File: src/i2c_master_pkg.sv
/*
 Constants, types and register map of the I2C master sequencer.
 Assumes a 125 MHz system clock and a standard-mode (100 kHz) bus.
*/
// Notes on behaviour
// - Ack value bit: set sends NACK, clear ACK
// - Ack trigger drives ack slot with value
// - Hardware clears ack trigger when sequence ends
// - Receive trigger reads one byte, clears after eighth
// - Stop trigger makes Stop, cleared when done
// - Restart trigger makes Repeated Start, cleared when done
// - Start trigger makes Start, cleared when done
`default_nettype none

package i2c_master_pkg;

	// Register byte offsets
	localparam logic [3:0] CONTROL_OFS = 4'h0;
	localparam logic [3:0] RXDATA_OFS  = 4'h4;
	localparam logic [3:0] STATUS_OFS  = 4'h8;

	// Control field positions
	localparam int START_BIT   = 0;
	localparam int RESTART_BIT = 1;
	localparam int STOP_BIT    = 2;
	localparam int RECV_BIT    = 3;
	localparam int ACKSEQ_BIT  = 4;
	localparam int ACKVAL_BIT  = 5;
	localparam logic [15:0] CONTROL_RESET = 16'h0000;

	// Bus timing: one quarter of a 100 kHz bit period
	localparam int CLK_NS         = 8;
	localparam int QUARTER_NS     = 2500;
	localparam int QUARTER_CYCLES = (QUARTER_NS + CLK_NS - 1) / CLK_NS;

	// Receive buffer shape
	localparam int FIFO_WIDTH = 8;
	localparam int FIFO_DEPTH = 8;

	// Sequencer states, one-hot
	typedef enum logic [5:0] {
		ST_IDLE    = 6'h01,
		ST_START   = 6'h02,
		ST_RESTART = 6'h04,
		ST_STOP    = 6'h08,
		ST_RECV    = 6'h10,
		ST_ACK     = 6'h20
	} state_type;

	// Open-drain pull-down request for both lines
	typedef struct packed {
		logic scl_low;
		logic sda_low;
	} line_type;

endpackage

`default_nettype wire

File: src/i2c_master_sequence_control.sv
/*
 Receive FIFO and the I2C master sequencer with its Wishbone slave.
 Assumes external pull-ups on both lines and a classic Wishbone master.
*/
`timescale 1ns/1ps
`default_nettype none

// Synchronous FIFO with valid/ready on both sides
module rx_fifo #(
	parameter int WIDTH = 8,
	parameter int DEPTH = 8
) (
	input  wire logic             clk_i,       // System clock
	input  wire logic             rst_i,       // Synchronous reset
	input  wire logic [WIDTH-1:0] in_data_i,   // Write data
	input  wire logic             in_valid_i,  // Write request
	output logic                  in_ready_o,  // Room available
	output logic      [WIDTH-1:0] out_data_o,  // Head word
	output logic                  out_valid_o, // Head valid
	input  wire logic             out_ready_i  // Head consumed
);
	localparam int AW = $clog2(DEPTH);

	logic [WIDTH-1:0] mem [DEPTH];
	logic [AW:0]      wr_ptr_reg;
	logic [AW:0]      rd_ptr_reg;
	wire              push;
	wire              pop;

	// Full when pointers differ only in the wrap bit
	assign in_ready_o  = !((wr_ptr_reg[AW] != rd_ptr_reg[AW]) &&
		(wr_ptr_reg[AW-1:0] == rd_ptr_reg[AW-1:0]));
	assign out_valid_o = (wr_ptr_reg != rd_ptr_reg);
	assign out_data_o  = mem[rd_ptr_reg[AW-1:0]];
	assign push        = in_valid_i && in_ready_o;
	assign pop         = out_valid_o && out_ready_i;

	// Storage write
	always_ff @(posedge clk_i) begin
		if (push) begin
			mem[wr_ptr_reg[AW-1:0]] <= in_data_i;
		end
	end

	// Pointer update
	always_ff @(posedge clk_i) begin
		if (rst_i) begin
			wr_ptr_reg <= '0;
			rd_ptr_reg <= '0;
		end else begin
			wr_ptr_reg <= wr_ptr_reg + (AW+1)'(push);
			rd_ptr_reg <= rd_ptr_reg + (AW+1)'(pop);
		end
	end
endmodule

// Master sequencer: Start, Repeated Start, Stop, byte receive, acknowledge
module i2c_master_sequence_control
	import i2c_master_pkg::*;
(
	input  wire logic        clk_i,      // System clock, 125 MHz
	input  wire logic        rst_i,      // Synchronous reset, active high
	input  wire logic [3:0]  wb_adr_i,   // Byte address
	input  wire logic [31:0] wb_dat_i,   // Write data
	input  wire logic [3:0]  wb_sel_i,   // Byte lanes
	input  wire logic        wb_we_i,    // Write enable
	input  wire logic        wb_cyc_i,   // Cycle
	input  wire logic        wb_stb_i,   // Strobe
	output logic      [31:0] wb_dat_o,   // Read data
	output logic             wb_ack_o,   // Acknowledge
	input  wire logic        scl_i,      // Clock line level
	output logic             scl_o,      // Clock line drive value
	output logic             scl_oe_o,   // Clock line pulled low
	input  wire logic        sda_i,      // Data line level
	output logic             sda_o,      // Data line drive value
	output logic             sda_oe_o    // Data line pulled low
);
	localparam int TW = $clog2(QUARTER_CYCLES);

	// Pin levels for a state and quarter; 1 means pull low
	function automatic line_type drive(state_type s, logic [1:0] q,
		logic nack);
		line_type l;
		l = '0;
		case (s)
			ST_START: begin
				l.sda_low = (q >= 2'd1);
				l.scl_low = (q == 2'd2);
			end
			ST_RESTART: begin
				l.sda_low = (q >= 2'd2);
				l.scl_low = (q == 2'd0) || (q == 2'd3);
			end
			ST_STOP: begin
				l.sda_low = (q <= 2'd1);
				l.scl_low = (q == 2'd0);
			end
			ST_RECV: begin
				l.scl_low = (q == 2'd0) || (q == 2'd3);
			end
			ST_ACK: begin
				l.sda_low = !nack;
				l.scl_low = (q == 2'd0) || (q == 2'd3);
			end
			default: l = '0;
		endcase
		return l;
	endfunction

	state_type        st_reg;
	state_type        st_next;
	logic [4:0]       trig_reg;
	logic             ackval_reg;
	logic [TW-1:0]    tmr_reg;
	logic [1:0]       q_reg;
	logic [2:0]       bit_reg;
	logic [7:0]       shift_reg;
	line_type         line_reg;
	logic [1:0]       scl_sync_reg;
	logic [1:0]       sda_sync_reg;
	logic             ack_reg;
	logic [31:0]      dat_reg;
	logic             fifo_ready;
	logic             fifo_valid;
	logic [7:0]       fifo_data;

	wire              wb_req    = wb_cyc_i && wb_stb_i && !ack_reg;
	wire              wr_ctrl   = wb_req && wb_we_i && wb_sel_i[0] &&
		(wb_adr_i == CONTROL_OFS);
	wire              rd_rx     = wb_req && !wb_we_i &&
		(wb_adr_i == RXDATA_OFS);
	wire              idle      = (st_reg == ST_IDLE);
	wire              tick      = (tmr_reg == TW'(QUARTER_CYCLES - 1));
	wire              last_q    = (st_reg == ST_START || st_reg == ST_STOP)
		? (q_reg == 2'd2) : (q_reg == 2'd3);
	wire              seq_end   = !idle && tick && last_q &&
		((st_reg != ST_RECV) || (bit_reg == 3'd7));
	wire              recv_done = seq_end && (st_reg == ST_RECV);
	wire              sample    = tick && (q_reg == 2'd2) &&
		(st_reg == ST_RECV);
	wire [7:0]        rx_byte   = {shift_reg[6:0], sda_sync_reg[1]};
	wire [15:0]       ctrl_view = {10'h000, ackval_reg, trig_reg};
	// Empty buffer reads zero instead of a stale or unwritten word
	wire [7:0]        rx_view   = fifo_valid ? fifo_data : 8'h00;
	// Status: busy, byte ready, full, synced data and clock levels
	wire [31:0]       status    = {27'h0, scl_sync_reg[1],
		sda_sync_reg[1], !fifo_ready, fifo_valid, !idle};

	// Launch order when idle; receive waits for buffer room
	always_comb begin
		st_next = st_reg;
		if (idle) begin
			if (trig_reg[START_BIT]) begin
				st_next = ST_START;
			end else if (trig_reg[RESTART_BIT]) begin
				st_next = ST_RESTART;
			end else if (trig_reg[STOP_BIT]) begin
				st_next = ST_STOP;
			end else if (trig_reg[RECV_BIT] && fifo_ready) begin
				st_next = ST_RECV;
			end else if (trig_reg[ACKSEQ_BIT]) begin
				st_next = ST_ACK;
			end
		end else if (seq_end) begin
			st_next = ST_IDLE;
		end
	end

	// Two-flop synchronisers on the bus lines
	always_ff @(posedge clk_i) begin
		if (rst_i) begin
			scl_sync_reg <= 2'b11;
			sda_sync_reg <= 2'b11;
		end else begin
			scl_sync_reg <= {scl_sync_reg[0], scl_i};
			sda_sync_reg <= {sda_sync_reg[0], sda_i};
		end
	end

	// Control register; triggers accepted only while idle
	always_ff @(posedge clk_i) begin
		if (rst_i) begin
			trig_reg   <= CONTROL_RESET[4:0];
			ackval_reg <= CONTROL_RESET[ACKVAL_BIT];
		end else begin
			if (wr_ctrl) begin
				ackval_reg <= wb_dat_i[ACKVAL_BIT];
			end
			if (seq_end) begin
				trig_reg <= 5'h00;
			end else if (wr_ctrl && idle && st_next == ST_IDLE) begin
				trig_reg <= wb_dat_i[4:0];
			end
		end
	end

	// Sequencer state, quarter timer and bit count
	always_ff @(posedge clk_i) begin
		if (rst_i || idle) begin
			st_reg  <= rst_i ? ST_IDLE : st_next;
			tmr_reg <= '0;
			q_reg   <= 2'd0;
			bit_reg <= 3'd0;
		end else begin
			st_reg  <= st_next;
			tmr_reg <= tick ? '0 : tmr_reg + TW'(1);
			q_reg   <= tick ? q_reg + 2'd1 : q_reg;
			bit_reg <= (tick && q_reg == 2'd3) ? bit_reg + 3'd1 : bit_reg;
		end
	end

	// Shift in data at the end of each high phase
	always_ff @(posedge clk_i) begin
		if (rst_i) begin
			shift_reg <= 8'h00;
		end else if (sample) begin
			shift_reg <= rx_byte;
		end
	end

	// Pin drivers; lines hold their last level between sequences
	always_ff @(posedge clk_i) begin
		if (rst_i) begin
			line_reg <= '0;
		end else if (!idle) begin
			line_reg <= drive(st_reg, q_reg, ackval_reg);
		end
	end

	// Wishbone slave answer one cycle after request
	always_ff @(posedge clk_i) begin
		if (rst_i) begin
			ack_reg <= 1'b0;
			dat_reg <= 32'h00000000;
		end else begin
			ack_reg <= wb_req;
			case (wb_adr_i)
				CONTROL_OFS: dat_reg <= {16'h0000, ctrl_view};
				RXDATA_OFS:  dat_reg <= {24'h000000, rx_view};
				STATUS_OFS:  dat_reg <= status;
				default:     dat_reg <= 32'h00000000;
			endcase
		end
	end

	rx_fifo #(
		.WIDTH (FIFO_WIDTH),
		.DEPTH (FIFO_DEPTH)
	) u_fifo (
		.clk_i       (clk_i),
		.rst_i       (rst_i),
		.in_data_i   (shift_reg),
		.in_valid_i  (recv_done),
		.in_ready_o  (fifo_ready),
		.out_data_o  (fifo_data),
		.out_valid_o (fifo_valid),
		.out_ready_i (rd_rx)
	);

	// Output pins straight from flip-flops; scl_o and sda_o tied low
	assign wb_ack_o = ack_reg;
	assign wb_dat_o = dat_reg;
	assign scl_oe_o = line_reg.scl_low;
	assign sda_oe_o = line_reg.sda_low;
	assign scl_o    = 1'b0;
	assign sda_o    = 1'b0;
endmodule

`default_nettype wire

File: config.mk
export PLATFORM = sky130hd
export DESIGN_NAME = i2c_master_sequence_control
export DESIGN_NICKNAME = d
export VERILOG_FILES = /design/src/i2c_master_pkg.sv /design/src/i2c_master_sequence_control.sv
export SDC_FILE = /design/constraint.sdc
export NUM_CORES = 1
export LEC_CHECK = 0
export BUFFER_PORTS_ARGS = -buffer_cell sky130_fd_sc_hd__buf_2
export CAP_MARGIN = 0
export CORE_AREA = 5 5 103 105
export DETAILED_ROUTE_END_ITERATION = 10
export DIE_AREA = 0 0 108 110
export HOLD_SLACK_MARGIN = 0.03
export PLACE_DENSITY = 0.86
export SKIP_LAST_GASP = 1
export SLEW_MARGIN = 20
export SYNTH_ARGS = -nofsm -noshare
export SYNTH_HDL_FRONTEND = slang
export SYNTH_SLANG_ARGS = --single-unit
File: constraint.sdc
create_clock -name clk_i -period 2.8 [get_ports clk_i]
set_input_delay 0.14 -clock clk_i [delete_from_list [all_inputs] [get_ports clk_i]]
set_output_delay 0.14 -clock clk_i [all_outputs]
set_load 0.1 [all_outputs]
# --- Yosys cells after proc, flatten, opt, wreduce, memory -nomap -nowiden ---
# Memories as Yosys holds them, arrays and structs flattened. A register that Yosys moved wholly into a read port is not among the register bits.
# Cells that the tools add are included.
word_totals:
  regBits: 81
  ram_bits: 64
  in_bits: 47
  output_inout_bits: 37
  memories: 1
classes:
  add_sub_neg: 5
  magnitude_cmp: 3
  eq_ne: 17
  mux: 17
  reduce_logical: 34
memory_table:
  columns: ["name", "depth", "word_bits", "read_ports", "rd_clocked_by_memory_dff", "wr", "line", "source"]
  rows:
  - ["u_fifo.mem", 8, 8, 1, 1, 1, "i2c_master_sequence_control.sv:24", "logic [WIDTH-1:0] mem [DEPTH];"]
ops:
  columns: ["operator", "n"]
  rows:
  - ["$mux W6", 9]
  - ["$pmux W8 S3", 1]
  - ["$logic_and A1 B1 Y1", 20]
  - ["$eq A6 B1 Y1 const B", 2]
  - ["$add A9 B1 Y9 const B", 1]
  - ["$eq A9 B9 Y1 const B", 1]
  - ["$add A4 B1 Y4", 2]
  - ["$mux W8", 1]
  - ["$eq A6 B2 Y1 const B", 1]
  - ["$eq A6 B3 Y1 const B", 1]
  - ["$eq A6 B4 Y1 const B", 1]
  - ["$eq A6 B5 Y1 const B", 1]
  - ["$eq A6 B6 Y1 const B", 1]
  - ["$ne A6 B5 Y1 const B", 1]
  - ["$logic_not A1 Y1", 5]
  - ["$eq A2 B2 Y1 const B", 2]
  - ["$eq A4 B3 Y1 const B", 1]
  - ["$eq A4 B4 Y1 const B", 1]
  - ["$logic_not A4 Y1", 1]
  - ["$logic_or A1 B1 Y1", 4]
  - ["$ne A4 B4 Y1", 1]
  - ["$pmux W1 S4", 1]
  - ["$reduce_or A2 Y1", 2]
  - ["$add A3 B1 Y3 const B", 1]
  - ["other kinds (12)", 14]

# --- Logic depth before layout (Yosys ltp) ---
depth:
  depth_word: 11
  depth_mapped: 10

# --- Cells and area by module ---
# A second synthesis with hierarchy kept.
unflattened:
  hier_cells: 427
  area_unflattened_um2: 5422.7
modules_own_cells:
  columns: ["mod", "n_inst", "cells_each", "area_each_um2", "seq_area_each_um2"]
  rows:
  - ["rx_fifo", 1, 143, 2915.3, 2082.0]
  - ["i2c_master_sequence_control", 1, 284, 2507.4, 980.9]

# --- Worst setup path after synthesis ---
# No wires, ideal clock.
synth_path:
  path_type: "reg-to-reg"
  startpoint: "register tmr_reg[0]"
  endpoint: "memory u_fifo.mem[1][0], enable pin"
  t_arrival_ns: 2.034
  path_slack_ns: 0.383
  path_stages_with_launch: 8
  cell_sequence: "dfxtp_1 -> inv_1 -> ha_1 -> inv_1 -> nor4_4 -> o2111a_2 -> nand3_1 -> nor3_1"
synth_via:
  elab_chain_cells: 8
synth_rtl:
  columns: ["element", "line", "source"]
  rows:
  - ["start, declared", "i2c_master_sequence_control.sv:114", "logic [TW-1:0] tmr_reg;"]
  - ["start signal, assigned", "i2c_master_sequence_control.sv:206", "tmr_reg <= tick ? '0 : tmr_reg + TW'(1);"]
  - ["$eq A9 B9 Y1", "i2c_master_sequence_control.sv:133", "wire tick = (tmr_reg == TW'(QUARTER_CYCLES - 1));"]
  - ["$logic_and A1 B1 Y1 (3 in a row)", "i2c_master_sequence_control.sv:136", "wire seq_end = !idle && tick && last_q &&"]
  - ["$logic_and A1 B1 Y1", "i2c_master_sequence_control.sv:138", "wire recv_done = seq_end && (st_reg == ST_RECV);"]
  - ["$logic_and A1 B1 Y1", "i2c_master_sequence_control.sv:35", "assign push = in_valid_i && in_ready_o;"]
  - ["$mux W1", "i2c_master_sequence_control.sv:40", "if (push) begin"]
  - ["$mux W1 (implied by the code)", "i2c_master_sequence_control.sv:41", "mem[wr_ptr_reg[AW-1:0]] <= in_data_i;"]
  - ["end, declared", "i2c_master_sequence_control.sv:24", null]
# No other way between the ends.

# --- Worst setup path in the final report ---
layout_path:
  startpoint: "register st_reg[2]"
  endpoint: "register u_fifo.wr_ptr_reg[2]"
layout_via:
  elab_chain_cells: 8
layout_rtl:
  columns: ["element", "line", "source"]
  rows:
  - ["start, declared", "i2c_master_sequence_control.sv:110", "state_type st_reg;"]
  - ["start signal, assigned", "i2c_master_sequence_control.sv:200", "st_reg <= rst_i ? ST_IDLE : st_next;"]
  - ["start signal, assigned", "i2c_master_sequence_control.sv:205", "st_reg <= st_next;"]
  - ["$eq A6 B2 Y1 (tied with other cells)", "i2c_master_sequence_control.sv:134", "wire last_q = (st_reg == ST_START || st_reg == ST_STOP)"]
  - ["$logic_or A1 B1 Y1 or $logic_not A1 Y1 (tied branches)", null, null]
  - ["$mux W1 or $logic_and A1 B1 Y1 (tied branches)", "i2c_master_sequence_control.sv:135, i2c_master_sequence_control.sv:136", null]
  - ["$logic_and A1 B1 Y1 (2 in a row)", "i2c_master_sequence_control.sv:136", null]
  - ["$logic_and A1 B1 Y1 *", "i2c_master_sequence_control.sv:138", null]
  - ["$logic_and A1 B1 Y1 *", "i2c_master_sequence_control.sv:35", null]
  - ["$add A4 B1 Y4 *", "i2c_master_sequence_control.sv:51", "wr_ptr_reg <= wr_ptr_reg + (AW+1)'(push);"]
  - ["end signal, assigned", "i2c_master_sequence_control.sv:51", null]
  - ["end, declared", "i2c_master_sequence_control.sv:25", "logic [AW:0] wr_ptr_reg;"]
# Every way passes the cells marked *; elsewhere a longest branch is shown, timed or not.
# A chain may end at the register's enable or synchronous reset.

==> metrics.md <==
| Metric | Value |
|---|---|
| Clk slew on worst S/H paths | `0.06 ns` |
| Die area | `~0.012 mm²` |
| CP peak stage delay | `approximately 0.45 ns` |
| Slew margin rel. | `between 50 and 60%` |
| Simple logic cell fraction of the synthesized area | `13.1%` |
| TritonCTS clock tree | `done` |
| Yosys Warn Count | `0` |
| Max-cap check violation count | `0` |
| Via count | `3,400` |
| Most frequent cells in the layout | `edfxtp_1, dfxtp_1, nor2_1` |
| Post-synthesis xor/xnor area fraction | `roughly 2.8%` |
| Chip height | `~110 µm` |
| Setup_tns | `0 ns` |
| Min-delay src | `wb_adr_i[1]` |
| Clock buffer depth | `2` |
| Mean Syn Cell Area | `12.9 µm²` |
| Storage element area | `between 0.003 and 0.004 mm²` |
| Critical path's top delay family | `simple AND/OR/NAND/NOR gates` |
| Mapped Cells | `408` |
| Adder-cell share of the synthesized area | `~3%` |
| Diodes inserted | `0` |
| Routed WL | `roughly 12,000 µm` |
| Setup crit start | `st_reg[2]` |
| CP max stage cell | `nor2_1` |
| Post-CTS sizing | `0` |
| CP required | `~3.2 ns` |
| Most common cell after layout, fill and taps aside | `edfxtp_1` |
| Critical path capture point type | `flop` |
| GR peak layer | `met2` |
| GP Congestion | `0.806` |
| Root Buffer | `clkbuf_8` |
| Antenna violations before repair | `0` |
| Fillers | `625` |
| DRT Pass-1 Iters | `5` |
| Met1 Use GR | `23.4%` |
| DRC Markers | `0` |
| Clk sinks | `121` |
| Synth Area in Compound Gates | `under 10%` |
| CP Launch Type | `flop` |
| Final setup fails | `0` |
| CP Cell Sequence | `nor2_1, nand2_1, o2111a_2, and2_2, ha_1, ha_1, xnor2_1, nor2_1` |
| Via/cell ratio | `5.59` |
| Final instance area | `~0.0061 mm²` |
| Placed Cells incl. Taps | `564` |
| # port buffers | `28` |
| Slew at the pin closest to its max-slew limit | `between 0.6 and 0.7 ns` |
| Mapped Area | `between 0.005 and 0.006 mm²` |
| Reg2reg start | `st_reg[2]` |
| Final period util | `82.2%` |
| WHS | `between 0.05 and 0.06 ns` |
| Antenna-violating nets left | `0` |
| Post-synthesis sequential area ratio | `58.2%` |
| Global route total overflow | `0` |
| Die Wd | `~110 µm` |
| Layout area overhead | `16.3%` |
| Final-report max-slew violation count | `0` |
| Worst Skew | `approximately 0.011 ns` |
| First-pass GRT wire length | `roughly 18,000 µm` |
| Final Hold Fails | `0` |
| Largest family of logic cells by synthesized area | `simple AND/OR/NAND/NOR gates` |
| Drt wl/cell | `~19 µm` |
| Non-filler cells, final | `about 600` |
| Worst Path Buf+Inv | `0` |
| Leakage | `between 2 and 2.5 nW` |
| DR iter-0 viols | `256` |
| PwrDens | `slightly below 700 mW/mm²` |
| Global Route met3 Usage | `6.58%` |
| Largest net degree at the start of global routing | `35` |
| IO Count | `84` |
| Number of CTS-inserted buffers | `17` |
| Post-DP HPWL | `just under 7000 µm` |
| Total global-route track usage | `21.2%` |
| FF+latch count, synth | `121` |
| Worst vdd ir | `around 350 µV` |
| Max Freq | `about 430 MHz` |
| Post-synth EDFFs | `64` |
| FFs w/ async S/R, synth | `0%` |
| Overall Power | `0.00421 W` |
| Critical path peak fanout | `9` |
| Top FF cell, synth | `edfxtp_1` |
| Post-placement cell area | `roughly 0.0055 mm²` |
| # rows | `36` |
| RSZ-0062 raised after global routing | `false` |
| Met2 usage | `about 37%` |
| Total core area | `between 0.009 and 0.01 mm²` |
| Fin crit period | `2.30 ns` |
| Area used by multi-input combinational logic | `0.00195 mm²` |
| Outcome | `finished clean` |
| Worst-skew pair later-pin latency | `approximately 0.52 ns` |
| Nets | `roughly 520` |
| Fraction of layout cells with a size suffix above 1 | `between 20% and 30%` |
| Worst Hold Class | `input port to flop` |
| H-tree depth | `4` |
| Netlist cell types | `55` |
| Initial Util | `between 50% and 60%` |
| Critical path class | `flop to flop` |
| Number of flip-flops in the largest register | `64` |
| Multiplexer share of the synthesized area | `between 10% and 20%` |
| CP Data Arrival Time | `2.68 ns` |
| Number of global-route vias before repair | `roughly 3.5k` |
[cell type report]
| type | count | share of cell area [%] |
|---|---|---|
| clock buffers | 21 | 7.34 |
| clock inverters | 11 | 1.59 |
| inverters | 9 | 0.552 |
| multi-input cells | 260 | 31.9 |
| flip-flops and latches | 121 | 50.0 |
| well taps | 133 | 2.72 |
| repair buffers | 53 | 5.85 |
[cells by family (layout without fill, tap and decap cells)]
logic type / after synthesis / after routing
fa+ha+maj: 13 / 13
flops: 121 / 121
xor+xnor: 17 / 17
compound gates: 37 / 37
other cells: 1 / 26
simple gates: 130 / 130
buf+inv: 52 / 94
mux: 37 / 37
[synthesized netlist by cell type (4+ instances only)]
library cell | number | area share [%]
nand3_1 | 12 | 1.1
buf_4 | 27 | 3.9
nor2_1 | 55 | 3.9
nand2b_1 | 4 | 0.48
dfxtp_1 | 57 | 22
edfxtp_1 | 64 | 37
xor2_1 | 7 | 1.2
nor2b_1 | 4 | 0.48
xnor2_1 | 10 | 1.7
o22a_1 | 4 | 0.67
o21ai_0 | 6 | 0.57
mux2i_1 | 21 | 4.0
buf_2 | 8 | 0.76
a21oi_1 | 8 | 0.76
or2_2 | 5 | 0.59
ha_1 | 13 | 3.1
mux4_2 | 16 | 6.8
inv_1 | 9 | 0.64
nand2_1 | 11 | 0.78
nor3_1 | 12 | 1.1
[path summary, 6_finish.rpt]
path | cells past startpoint | endpoint | slack, ns
worst max-delay path | 8 | u_fifo.wr_ptr_reg[2] | 0.50
worst min-delay path | 4 | wb_dat_o[5] | 0.06
worst max register to register | 8 | u_fifo.wr_ptr_reg[2] | 0.50
worst min register to register | 1 | scl_sync_reg[1] | 0.41
[metrics by stage]
step,setup WS (ns),utilization [%]
after floorplan,0.383,-
after global placement,0.661,57.1
after detailed placement,0.576,57.1
after CTS,0.536,64.1
after global routing,0.324,64.1
final,0.499,64.1
[power by group]
| part | leakage [nW] | total, W | internal [W] | switching (W) |
|---|---|---|---|---|
| registers | 1.05 | 0.00188 | 0.00187 | 0.0000172 |
| clock network | 0.262 | 0.00197 | 0.00122 | 0.000757 |
| logic | 0.978 | 0.000350 | 0.0000692 | 0.000281 |
| total | 2.29 | 0.00421 | 0.00315 | 0.00105 |
[metal layers]
metal  up-vias  wire length, µm  share of wire (%)
li1       1548                -                  -
met1      1667             4330                 38
met2       160             6130                 53
met3        25              776                6.7
met4         0              296                2.6
met5         -                0                  0
[worst min-delay path, delay by kind of cell]
kind                   cells  cell delay (ns)
buffers and inverters      1             0.11
and+or+nand+nor            2             0.13
AOI/OAI and AO/OA          1             0.15
[repair_timing]
| item | 4_1_cts | 5_1_grt |
|---|---|---|
| hold buffers | 12 | 0 |
| buffers inserted | 0 | 0 |
| endpoints found under the hold margin | 13 | 0 |
Power figures use the tool's default switching activity.
